## src/adc_ctl_pkg.sv

```systemverilog
// Shared constants and types for the converter control-pin logic.
package adc_ctl_pkg;
    localparam int unsigned CLK_PERIOD_NS   = 10;
    localparam int unsigned CONV_TIME_NS    = 2000;
    localparam int unsigned CONV_CYCLES     = CONV_TIME_NS / CLK_PERIOD_NS;
    localparam int unsigned SETTLE_TIME_US  = 80;
    localparam int unsigned SETTLE_CYCLES   =
        (SETTLE_TIME_US * 1000 + CLK_PERIOD_NS - 1) / CLK_PERIOD_NS;
    localparam int unsigned NUM_CH          = 8;
    localparam int unsigned HALF_CH         = 4;
    localparam int unsigned DATA_W          = 16;
    localparam int unsigned BITS_PER_CH     = 16;
    localparam logic [15:0] DATA_RESET      = 16'h0000;
    localparam logic [2:0]  CH_FIRST        = 3'h0;
    localparam logic [2:0]  CH_LAST         = 3'h7;
    localparam logic [3:0]  BIT_LAST        = 4'hF;
    localparam logic        BYTE_FIRST      = 1'b0;
    localparam int unsigned CNT_W           = 16;

    typedef enum logic [1:0] {
        IF_PARALLEL,
        IF_SERIAL,
        IF_BYTE
    } if_mode_t;

    typedef enum logic [1:0] {
        PWR_NORMAL,
        PWR_STANDBY,
        PWR_SHUTDOWN
    } pwr_mode_t;
endpackage : adc_ctl_pkg

```

## src/adc_control_pin_logic.sv

```systemverilog
// Control-pin logic: range, power-down, interface, conversion and read.
`timescale 1ns/1ps
import adc_ctl_pkg::*;

// Contract
// - Span high selects 10 V, low 5 V
// - Span change needs 80 us settle
// - Power-down low enters standby or shutdown
// - Shutdown powers all; standby keeps reference
// - Interface select picks parallel, serial, byte
// - Start inputs convert channel halves
// - Start rising edge holds and converts
// - Reads allowed whatever start levels are
// - Reset is asynchronous and held while high; here reset_pin passes two sync flops and acts on clock edges
// - Reset aborts conversion, data invalid
// - Reset during read zeroes output data
// - Parallel read strobe drives bus with select
// - Serial mode times on clock rising edge
// - Busy ignores both start inputs
// - Chip select rise floats data lines
module adc_control_pin_logic (
    input  wire logic                    clk,
    input  wire logic                    rst_b,
    input  wire logic                    reset_pin,
    input  wire logic                    range_pin,
    input  wire logic                    power_down_n,
    input  wire logic                    interface_select,
    input  wire logic                    bit15_or_byte_select_in,
    input  wire logic                    msb_byte_first,
    input  wire logic                    conv_start_lo_half,
    input  wire logic                    conv_start_hi_half,
    input  wire logic                    chip_select_b,
    input  wire logic                    rd_b_or_sclk,
    input  wire logic [NUM_CH*DATA_W-1:0] sample_data,
    output logic                         range_10v,
    output logic                         settling,
    output adc_ctl_pkg::pwr_mode_t       pwr_mode,
    output adc_ctl_pkg::if_mode_t        if_mode,
    output logic                         hold_lo_half,
    output logic                         hold_hi_half,
    output logic                         busy,
    output logic                         data_invalid,
    output logic [DATA_W-1:0]            db_out,
    output logic [DATA_W-1:0]            db_oe_b,
    output logic                         dout_a,
    output logic                         dout_b,
    output logic                         dout_oe_b
);
    // ********************************************************
    // Synchronisers
    // ********************************************************
    logic s_rst;
    logic s_range;
    logic s_pdn;
    logic s_ifsel;
    logic s_bsel;
    logic s_hben;
    logic s_cva;
    logic s_cvb;
    logic s_cs_b;
    logic s_rd;

    localparam int NSYNC = 10;
    // Low-true pins reset high so no false edge follows reset.
    localparam logic [NSYNC-1:0] SYNC_IDLE = 10'h083;
    logic [NSYNC-1:0] raw_in;
    logic [NSYNC-1:0] syn_out;

    assign raw_in = {reset_pin, range_pin, power_down_n, interface_select,
                     bit15_or_byte_select_in, msb_byte_first,
                     conv_start_lo_half, conv_start_hi_half,
                     chip_select_b, rd_b_or_sclk};
    assign {s_rst, s_range, s_pdn, s_ifsel, s_bsel, s_hben,
            s_cva, s_cvb, s_cs_b, s_rd} = syn_out;

    // sync all pins
    // Every pin crosses two flops before any logic looks at it.
    genvar gi;
    generate
        for (gi = 0; gi < NSYNC; gi++) begin : g_sync
            sync2 #(.RST_VAL(SYNC_IDLE[gi])) u_sync (
                .clk   (clk),
                .rst_b (rst_b),
                .d     (raw_in[gi]),
                .q     (syn_out[gi])
            );
        end
    endgenerate

    // ********************************************************
    // State
    // ********************************************************
    typedef struct packed {
        logic                         range_10v;
        logic [CNT_W-1:0]             settle_cnt;
        logic                         settling;
        pwr_mode_t                    pwr;
        if_mode_t                     ifm;
        logic                         hold_lo;
        logic                         hold_hi;
        logic                         busy;
        logic                         invalid;
        logic                         cva_d;
        logic                         cvb_d;
        logic                         cs_d;
        logic                         rd_d;
        logic [NUM_CH*DATA_W-1:0]     out_regs;
        logic [2:0]                   ch;
        logic                         byte_sel;
        logic [3:0]                   bitc;
        logic [DATA_W-1:0]            db;
        logic [DATA_W-1:0]            db_oe_b;
        logic                         da;
        logic                         dbo;
        logic                         dout_oe_b;
    } top_state_t;

    top_state_t st_ff;
    top_state_t nxt_st;

    logic       tmr_lo_run;
    logic       tmr_hi_run;
    logic       tmr_lo_done;
    logic       tmr_hi_done;
    logic       start_lo;
    logic       start_hi;

    // Mode decode is used for both the bus direction and the read path.
    function automatic if_mode_t decode_if(input logic ifsel,
                                           input logic bsel);
        if (!ifsel) begin
            return IF_PARALLEL;
        end else if (!bsel) begin
            return IF_SERIAL;
        end else begin
            return IF_BYTE;
        end
    endfunction : decode_if

    // Picks one channel word out of the packed output registers.
    function automatic logic [DATA_W-1:0] word_of(
        input logic [NUM_CH*DATA_W-1:0] regs,
        input logic [2:0]               idx);
        return regs[idx*DATA_W +: DATA_W];
    endfunction : word_of

    assign start_lo = s_cva && !st_ff.cva_d && !st_ff.busy &&
                      st_ff.pwr == PWR_NORMAL;
    assign start_hi = s_cvb && !st_ff.cvb_d && !st_ff.busy &&
                      st_ff.pwr == PWR_NORMAL;

    conv_timer u_tmr_lo (
        .clk     (clk),
        .rst_b   (rst_b),
        .abort   (s_rst),
        .start   (start_lo),
        .running (tmr_lo_run),
        .done    (tmr_lo_done)
    );

    conv_timer u_tmr_hi (
        .clk     (clk),
        .rst_b   (rst_b),
        .abort   (s_rst),
        .start   (start_hi),
        .running (tmr_hi_run),
        .done    (tmr_hi_done)
    );

    // ********************************************************
    // Next-state logic
    // ********************************************************
    always_comb begin
        logic           cs_rise;
        logic           rd_fall;
        logic           sclk_rise;
        logic [DATA_W-1:0] w;
        cs_rise   = 1'b0;
        rd_fall   = 1'b0;
        sclk_rise = 1'b0;
        w         = '0;
        nxt_st    = st_ff;
        nxt_st.cva_d = s_cva;
        nxt_st.cvb_d = s_cvb;
        nxt_st.cs_d  = s_cs_b;
        nxt_st.rd_d  = s_rd;
        cs_rise   = s_cs_b && !st_ff.cs_d;
        rd_fall   = !s_rd && st_ff.rd_d;
        sclk_rise = s_rd && !st_ff.rd_d;

        nxt_st.range_10v = s_range;
        // settle timer
        // Flags the 80 us settle after a range change; starts are not gated on it.
        if (s_range != st_ff.range_10v) begin
            nxt_st.settling   = 1'b1;
            nxt_st.settle_cnt = CNT_W'(SETTLE_CYCLES - 1);
        end else if (st_ff.settle_cnt != '0) begin
            nxt_st.settle_cnt = st_ff.settle_cnt - 1'b1;
        end else begin
            nxt_st.settling = 1'b0;
        end

        if (s_pdn) begin
            nxt_st.pwr = PWR_NORMAL;
        end else if (s_range) begin
            nxt_st.pwr = PWR_SHUTDOWN;
        end else begin
            nxt_st.pwr = PWR_STANDBY;
        end

        nxt_st.ifm = decode_if(s_ifsel, s_bsel);

        // Hold and busy track the two conversion timers.
        if (start_lo) begin
            nxt_st.hold_lo = 1'b1;
        end else if (tmr_lo_done) begin
            nxt_st.hold_lo = 1'b0;
        end
        if (start_hi) begin
            nxt_st.hold_hi = 1'b1;
        end else if (tmr_hi_done) begin
            nxt_st.hold_hi = 1'b0;
        end
        // Busy holds until both halves have latched their results.
        nxt_st.busy = st_ff.busy ? (tmr_lo_run || tmr_hi_run) :
                      (tmr_lo_run || start_lo) && (tmr_hi_run || start_hi);
        if (start_lo || start_hi) begin
            nxt_st.invalid = 1'b0;
        end
        // Results latch only when each half finishes.
        for (int c = 0; c < HALF_CH; c++) begin
            if (tmr_lo_done) begin
                nxt_st.out_regs[c*DATA_W +: DATA_W] =
                    sample_data[c*DATA_W +: DATA_W];
            end
            if (tmr_hi_done) begin
                nxt_st.out_regs[(c+HALF_CH)*DATA_W +: DATA_W] =
                    sample_data[(c+HALF_CH)*DATA_W +: DATA_W];
            end
        end

        w = word_of(st_ff.out_regs, st_ff.ch);
        if (s_cs_b) begin
            nxt_st.ch       = CH_FIRST;
            nxt_st.byte_sel = BYTE_FIRST;
            nxt_st.bitc     = '0;
        end
        case (st_ff.ifm)
            IF_PARALLEL, IF_BYTE: begin
                // drive only under chip select and strobe
                nxt_st.dout_oe_b = 1'b1;
                if (!s_cs_b && !s_rd) begin
                    nxt_st.db_oe_b = '0;
                    if (st_ff.ifm == IF_PARALLEL) begin
                        nxt_st.db = w;
                    end else begin
                        nxt_st.db = {8'h00, (st_ff.byte_sel ^ !s_hben)
                                     ? w[7:0] : w[15:8]};
                    end
                end else begin
                    nxt_st.db_oe_b = '1;
                end
                // Advance after each strobe pulse ends.
                if (!s_cs_b && rd_fall && st_ff.db_oe_b == '0) begin
                    nxt_st.db_oe_b = '1;
                end
                if (!s_cs_b && sclk_rise) begin
                    if (st_ff.ifm == IF_BYTE && st_ff.byte_sel == BYTE_FIRST)
                    begin
                        nxt_st.byte_sel = ~BYTE_FIRST;
                    end else begin
                        nxt_st.byte_sel = BYTE_FIRST;
                        nxt_st.ch       = st_ff.ch + 1'b1;
                    end
                end
            end
            IF_SERIAL: begin
                nxt_st.db_oe_b   = '1;
                nxt_st.dout_oe_b = s_cs_b;
                if (!s_cs_b) begin
                    nxt_st.da  = st_ff.out_regs[
                        st_ff.ch*DATA_W + (BITS_PER_CH-1) - st_ff.bitc];
                    nxt_st.dbo = st_ff.out_regs[
                        (st_ff.ch+HALF_CH)*DATA_W + (BITS_PER_CH-1)
                        - st_ff.bitc];
                    if (sclk_rise) begin
                        nxt_st.bitc = st_ff.bitc + 1'b1;
                        if (st_ff.bitc == BIT_LAST &&
                            st_ff.ch != 3'(HALF_CH - 1)) begin
                            nxt_st.ch = st_ff.ch + 1'b1;
                        end
                    end
                end
            end
            default: begin
                nxt_st.db_oe_b   = '1;
                nxt_st.dout_oe_b = 1'b1;
            end
        endcase

        if (cs_rise) begin
            nxt_st.db_oe_b   = '1;
            nxt_st.dout_oe_b = 1'b1;
        end

        if (s_rst) begin
            nxt_st.invalid  = st_ff.invalid || st_ff.busy || tmr_lo_run ||
                              tmr_hi_run;
            nxt_st.hold_lo  = 1'b0;
            nxt_st.hold_hi  = 1'b0;
            nxt_st.busy     = 1'b0;
            nxt_st.ch       = CH_FIRST;
            nxt_st.bitc     = '0;
            nxt_st.byte_sel = BYTE_FIRST;
            nxt_st.out_regs = {NUM_CH{DATA_RESET}};
            nxt_st.db       = DATA_RESET;
            nxt_st.da       = 1'b0;
            nxt_st.dbo      = 1'b0;
        end
    end

    // Pin reset enters via a synchroniser; rst_b clears state at once.
    always_ff @(posedge clk or negedge rst_b) begin
        if (!rst_b) begin
            st_ff <= '{pwr: PWR_NORMAL, ifm: IF_PARALLEL, db_oe_b: '1,
                       dout_oe_b: 1'b1, cs_d: 1'b1, rd_d: 1'b1,
                       default: '0};
        end else begin
            st_ff <= nxt_st;
        end
    end

    assign range_10v    = st_ff.range_10v;
    assign settling     = st_ff.settling;
    assign pwr_mode     = st_ff.pwr;
    assign if_mode      = st_ff.ifm;
    assign hold_lo_half = st_ff.hold_lo;
    assign hold_hi_half = st_ff.hold_hi;
    assign busy         = st_ff.busy;
    assign data_invalid = st_ff.invalid;
    assign db_out       = st_ff.db;
    assign db_oe_b      = st_ff.db_oe_b;
    assign dout_a       = st_ff.da;
    assign dout_b       = st_ff.dbo;
    assign dout_oe_b    = st_ff.dout_oe_b;
endmodule : adc_control_pin_logic

```

## src/conv_timer.sv

```systemverilog
// Conversion timer for one half of the channel set.
`timescale 1ns/1ps
module conv_timer
    import adc_ctl_pkg::*;
(
    input  wire logic clk,
    input  wire logic rst_b,
    input  wire logic abort,
    input  wire logic start,
    output logic      running,
    output logic      done
);
    typedef struct packed {
        logic [CNT_W-1:0] cnt;
        logic             run;
        logic             done;
    } tmr_state_t;

    tmr_state_t st_ff;
    tmr_state_t nxt_st;

    // Counts the internal conversion time; an abort drops it at once.
    always_comb begin
        nxt_st      = st_ff;
        nxt_st.done = 1'b0;
        if (abort) begin
            nxt_st.run = 1'b0;
            nxt_st.cnt = '0;
        end else if (start && !st_ff.run) begin
            nxt_st.run = 1'b1;
            nxt_st.cnt = CNT_W'(CONV_CYCLES - 1);
        end else if (st_ff.run) begin
            if (st_ff.cnt == '0) begin
                nxt_st.run  = 1'b0;
                nxt_st.done = 1'b1;
            end else begin
                nxt_st.cnt = st_ff.cnt - 1'b1;
            end
        end
    end

    always_ff @(posedge clk or negedge rst_b) begin
        if (!rst_b) begin
            st_ff <= '0;
        end else begin
            st_ff <= nxt_st;
        end
    end

    assign running = st_ff.run;
    assign done    = st_ff.done;
endmodule : conv_timer

```

## src/sync2.sv

```systemverilog
// Two-flop synchroniser for one asynchronous level.
`timescale 1ns/1ps
module sync2 #(parameter logic RST_VAL = 1'b0) (
    input  wire logic clk,
    input  wire logic rst_b,
    input  wire logic d,
    output logic      q
);
    typedef struct packed {
        logic meta;
        logic hold;
    } sync_state_t;

    sync_state_t st_ff;
    sync_state_t nxt_st;

    // The first stage is read only by the second stage.
    always_comb begin
        nxt_st.meta = d;
        nxt_st.hold = st_ff.meta;
    end

    always_ff @(posedge clk or negedge rst_b) begin
        if (!rst_b) begin
            st_ff <= '{meta: RST_VAL, hold: RST_VAL};
        end else begin
            st_ff <= nxt_st;
        end
    end

    assign q = st_ff.hold;
endmodule : sync2

```

## config.mk

```make
export PLATFORM = sky130hd
export DESIGN_NAME = adc_control_pin_logic
export DESIGN_NICKNAME = d
export VERILOG_FILES = /design/src/adc_ctl_pkg.sv /design/src/adc_control_pin_logic.sv /design/src/conv_timer.sv /design/src/sync2.sv
export SDC_FILE = /design/constraint.sdc
export NUM_CORES = 1
export LEC_CHECK = 0
export BUFFER_PORTS_ARGS = -buffer_cell sky130_fd_sc_hd__buf_4
export CORE_MARGIN = 2
export CORE_UTILIZATION = 52
export CTS_CLUSTER_DIAMETER = 30
export DETAILED_ROUTE_END_ITERATION = 8
export GPL_TIMING_DRIVEN = 0
export PLACE_DENSITY = 0.75
export SETUP_SLACK_MARGIN = 0.3
export SYNTH_ARGS = -nofsm -noshare
export SYNTH_HDL_FRONTEND = slang
export SYNTH_HIERARCHICAL = 1
export SYNTH_SLANG_ARGS = --single-unit
```

## constraint.sdc

```tcl
create_clock -name clk -period 2.1 [get_ports clk]
set_input_delay 0.21 -clock clk [delete_from_list [all_inputs] [get_ports clk]]
set_output_delay 0.21 -clock clk [all_outputs]
set_load 0.01 [all_outputs]
```

==> results.toml <==
[status]
outcome = "finished with violations"
violations = "setup timing"

[floorplan]
num_rows = 57
die_h_um = 160
die-area_um2 = 25600
io_pins = 185
start_util_pct = 52.5
core_um2 = 24100
chipWidth_um = 160

[place]
hpwl_um = 27500
placed_area_um2 = 14600
placed_cells = 1633
place.port_buffers = 184
place.gp.congestion = 0.950
dp_slack_ns = -0.415

[sta]
final.min_clock_period_ns = 2.77
rsz0062_at_grt = "true"
final.setup.worst_slack_ns = -0.666
tightest_slew_ns = 0.924
hold-worst-slack_ns = 0.294
clock-skew-final_ns = 0.0254
drv_slew = 0
finalCritPeriodShare_pct = 132
slew_headroom_pct = 38.4
timing.fmax_ghz = 0.362
hold_viol_final = 0
finalSetupViolations = 4
fin_tns_setup_ns = -1.33

[critical_path]
crit_path_start = "st_ff[35]"
reg2reg_depth = 10
worstPathRequired_ns = 2.54
critical_path.max_fanout = 10
cp.arrival_ns = 3.20
path_class = "reg -> reg"
crit_path_end_kind = "flop"
r2r-start = "st_ff[35]"
regToRegSetupSlack_ns = -0.67
cp_num_buf_inv = 4
cp_slowest_cell = "dfrtp_1"
regToRegEndpoint = "dout_b"
crit_chain = "buf_6 -> buf_12 -> buf_12 -> buf_12 -> mux2i_1 -> o221ai_1 -> a211o_1 -> nand4_1 -> nand4_1 -> a32o_1"
slowest_delay_ns = 0.38
crit_family = "compound AO/OA/AOI/OAI gates"
cp-start-kind = "flop"
cp_common_cell = "buf_12"

[cts]
clockRootBuffer = "clkbuf_16"
cts_tree = "built"
clkTransAtPathRegs_ns = 0.05
cts.path.max_buffers = 3
htreeDepth = 2
cts.sinks = 241
clock_latency_ns = 0.57
cts_made_buffers = 51

[synth]
synth_edf_count = 0
ys_ff_latch = 241
synth_common_cells = "dfrtp_1 (232), nor2_1 (176), mux2i_1 (158)"
synth_top_cell_area_share_pct = 45.9
synth_cell_types = 74
ys_warn_count = 6
avgSynthCellArea_um2 = 11.3
synthFlopType = "dfrtp_1"
yosysTopAreaCell = "dfrtp_1"
syn_nets = 1271
netlist_area_um2 = 12600
yosys-top-cells-area = "dfrtp_1 (46%), mux2i_1 (13%), mux4_2 (6.8%), nor2_1 (5.2%), buf_4 (2.1%)"
synthCells = 1124
synth-seq-area-share_pct = 47.8
synthArstFlopShare_pct = 100
yosysMostFrequentCell = "dfrtp_1"

[global_route]
track_usage_pct = 36.1
grt_pass1_vias = 12200
grt_max_degree = 124
top_usage_layer = "met2"
grt_pass1_wl_um = 70700
gr-total-overflow = 0
antenna_found_initial = 5
met1_usage_pct = 44.5
grt.met3_usage_pct = 8.75
met2_usage_pct = 60.3

[routing]
postRouteAntennaNets = 0
wl_per_cell_um = 25.3
via_per_inst = 6.24
wl_um = 48700
vias = 12000
first_iter_violations = 1318
drc = 0
dr.pass1.iters = 6

[power]
power_density_nw_per_um2 = 796
power.leakage_nw = 8.27
vdd_drop_max_uv = 846

[worst_hold_path]
hold_class = "in -> async"

[finish]
final_nets = 1700
layout.cells.non_filler = 1924
drive_above_1_share_pct = 39.7
final_area_um2 = 19500
area_delta_synth_final_pct = 54.0

[job]
maxCapViolations = 0
-- flip-flops by register name (all words and copies together), names as in the netlist, 2 cells and up --
register and count:
g_sync.u_sync/nxt_st 10, u_tmr_lo/st_ff 16, g_sync.u_sync/q 10, u_tmr_hi/st_ff 16, db_out 16, st_ff 155, if_mode 2, pwr_mode 2
-- power by group --
group / internal [W] / leakage [nW] / total [W] / switching (W)
combinational: 0.00106 / 4.18 / 0.00213 / 0.00108
clock: 0.00560 / 0.869 / 0.00837 / 0.00277
sequential: 0.00480 / 3.21 / 0.00500 / 0.000196
total: 0.0115 / 8.27 / 0.0155 / 0.00404
-- final cells by class --
type,instances,area [um2]
diodes,4,10.0
plain buffers,104,850
clock buffers,66,1440
well taps,324,405
clock inverters,30,363
flip-flops and latches,241,6050
repair buffers,373,3380
multi-input cells,762,6900
fillers,1268,4620
inverters,20,87.6
-- cell families after synthesis --
| logic type | after synthesis | synth area share (%) |
|---|---|---|
| buf+inv | 124 | 5.60 |
| xor+xnor | 21 | 1.45 |
| flops | 241 | 47.8 |
| mux | 210 | 21.2 |
| simple gates | 359 | 13.7 |
| fa+ha+maj | 7 | 0.692 |
| compound gates | 162 | 9.54 |
-- worst max path at each step --
stage	to	slack, ns	cells past startpoint
floorplan	dout_a	0.05	9
global placement	g_sync[2].u_sync/nxt_st[0]	-1.03	1
detailed placement	dout_a	-0.42	7
CTS	dout_a	-0.30	9
global route	dout_b	-0.59	10
finish	dout_b	-0.67	10
-- placed cells by master (no fill, tap or decap), types with 19 or more instances in the layout --
cell,synthesis,layout
dlygate4sd3_1,0,139
clkbuf_2,0,19
mux2i_4,0,19
buf_6,8,25
buf_4,36,244
clkbuf_16,0,55
mux2i_1,158,136
nand2_1,59,49
mux4_2,38,41
dfrtp_1,232,229
nor2_1,176,170
-- per-layer routing --
layer / part of all wire [%] / up-vias
li1: - / 4940
met1: 36 / 5899
met2: 48 / 898
met3: 9.8 / 262
met4: 6.3 / 0
met5: 0 / -
-- what timing repair did --
item | 4_1_cts | 5_1_grt
resized for setup | 192 | 105
gates cloned | 6 | 3
pin swaps | 43 | 49
setup endpoints to repair | 199 | 139
setup buffers | 29 | 14
hold endpoints to repair | 254 | 0
hold buffers | 139 | 0
-- through the flow --
step	total power (W)	util, %
final	0.0155	80.8
after global routing	0.0159	80.8
after CTS	0.0152	78.4
after detailed placement	0.00645	60.4
after global placement	0.00640	60.3
after floorplan	0.00582	-
-- worst reg2reg max path, cell delays in order (launching register included) --
cell      delay, ns
dfrtp_1        0.38
buf_6          0.16
buf_12         0.16
buf_12         0.14
buf_12         0.17
mux2i_1        0.28
o221ai_1       0.31
a211o_1        0.36
nand4_1        0.16
nand4_1        0.20
a32o_1         0.29
No activity file was read; power rests on OpenSTA's default activity.
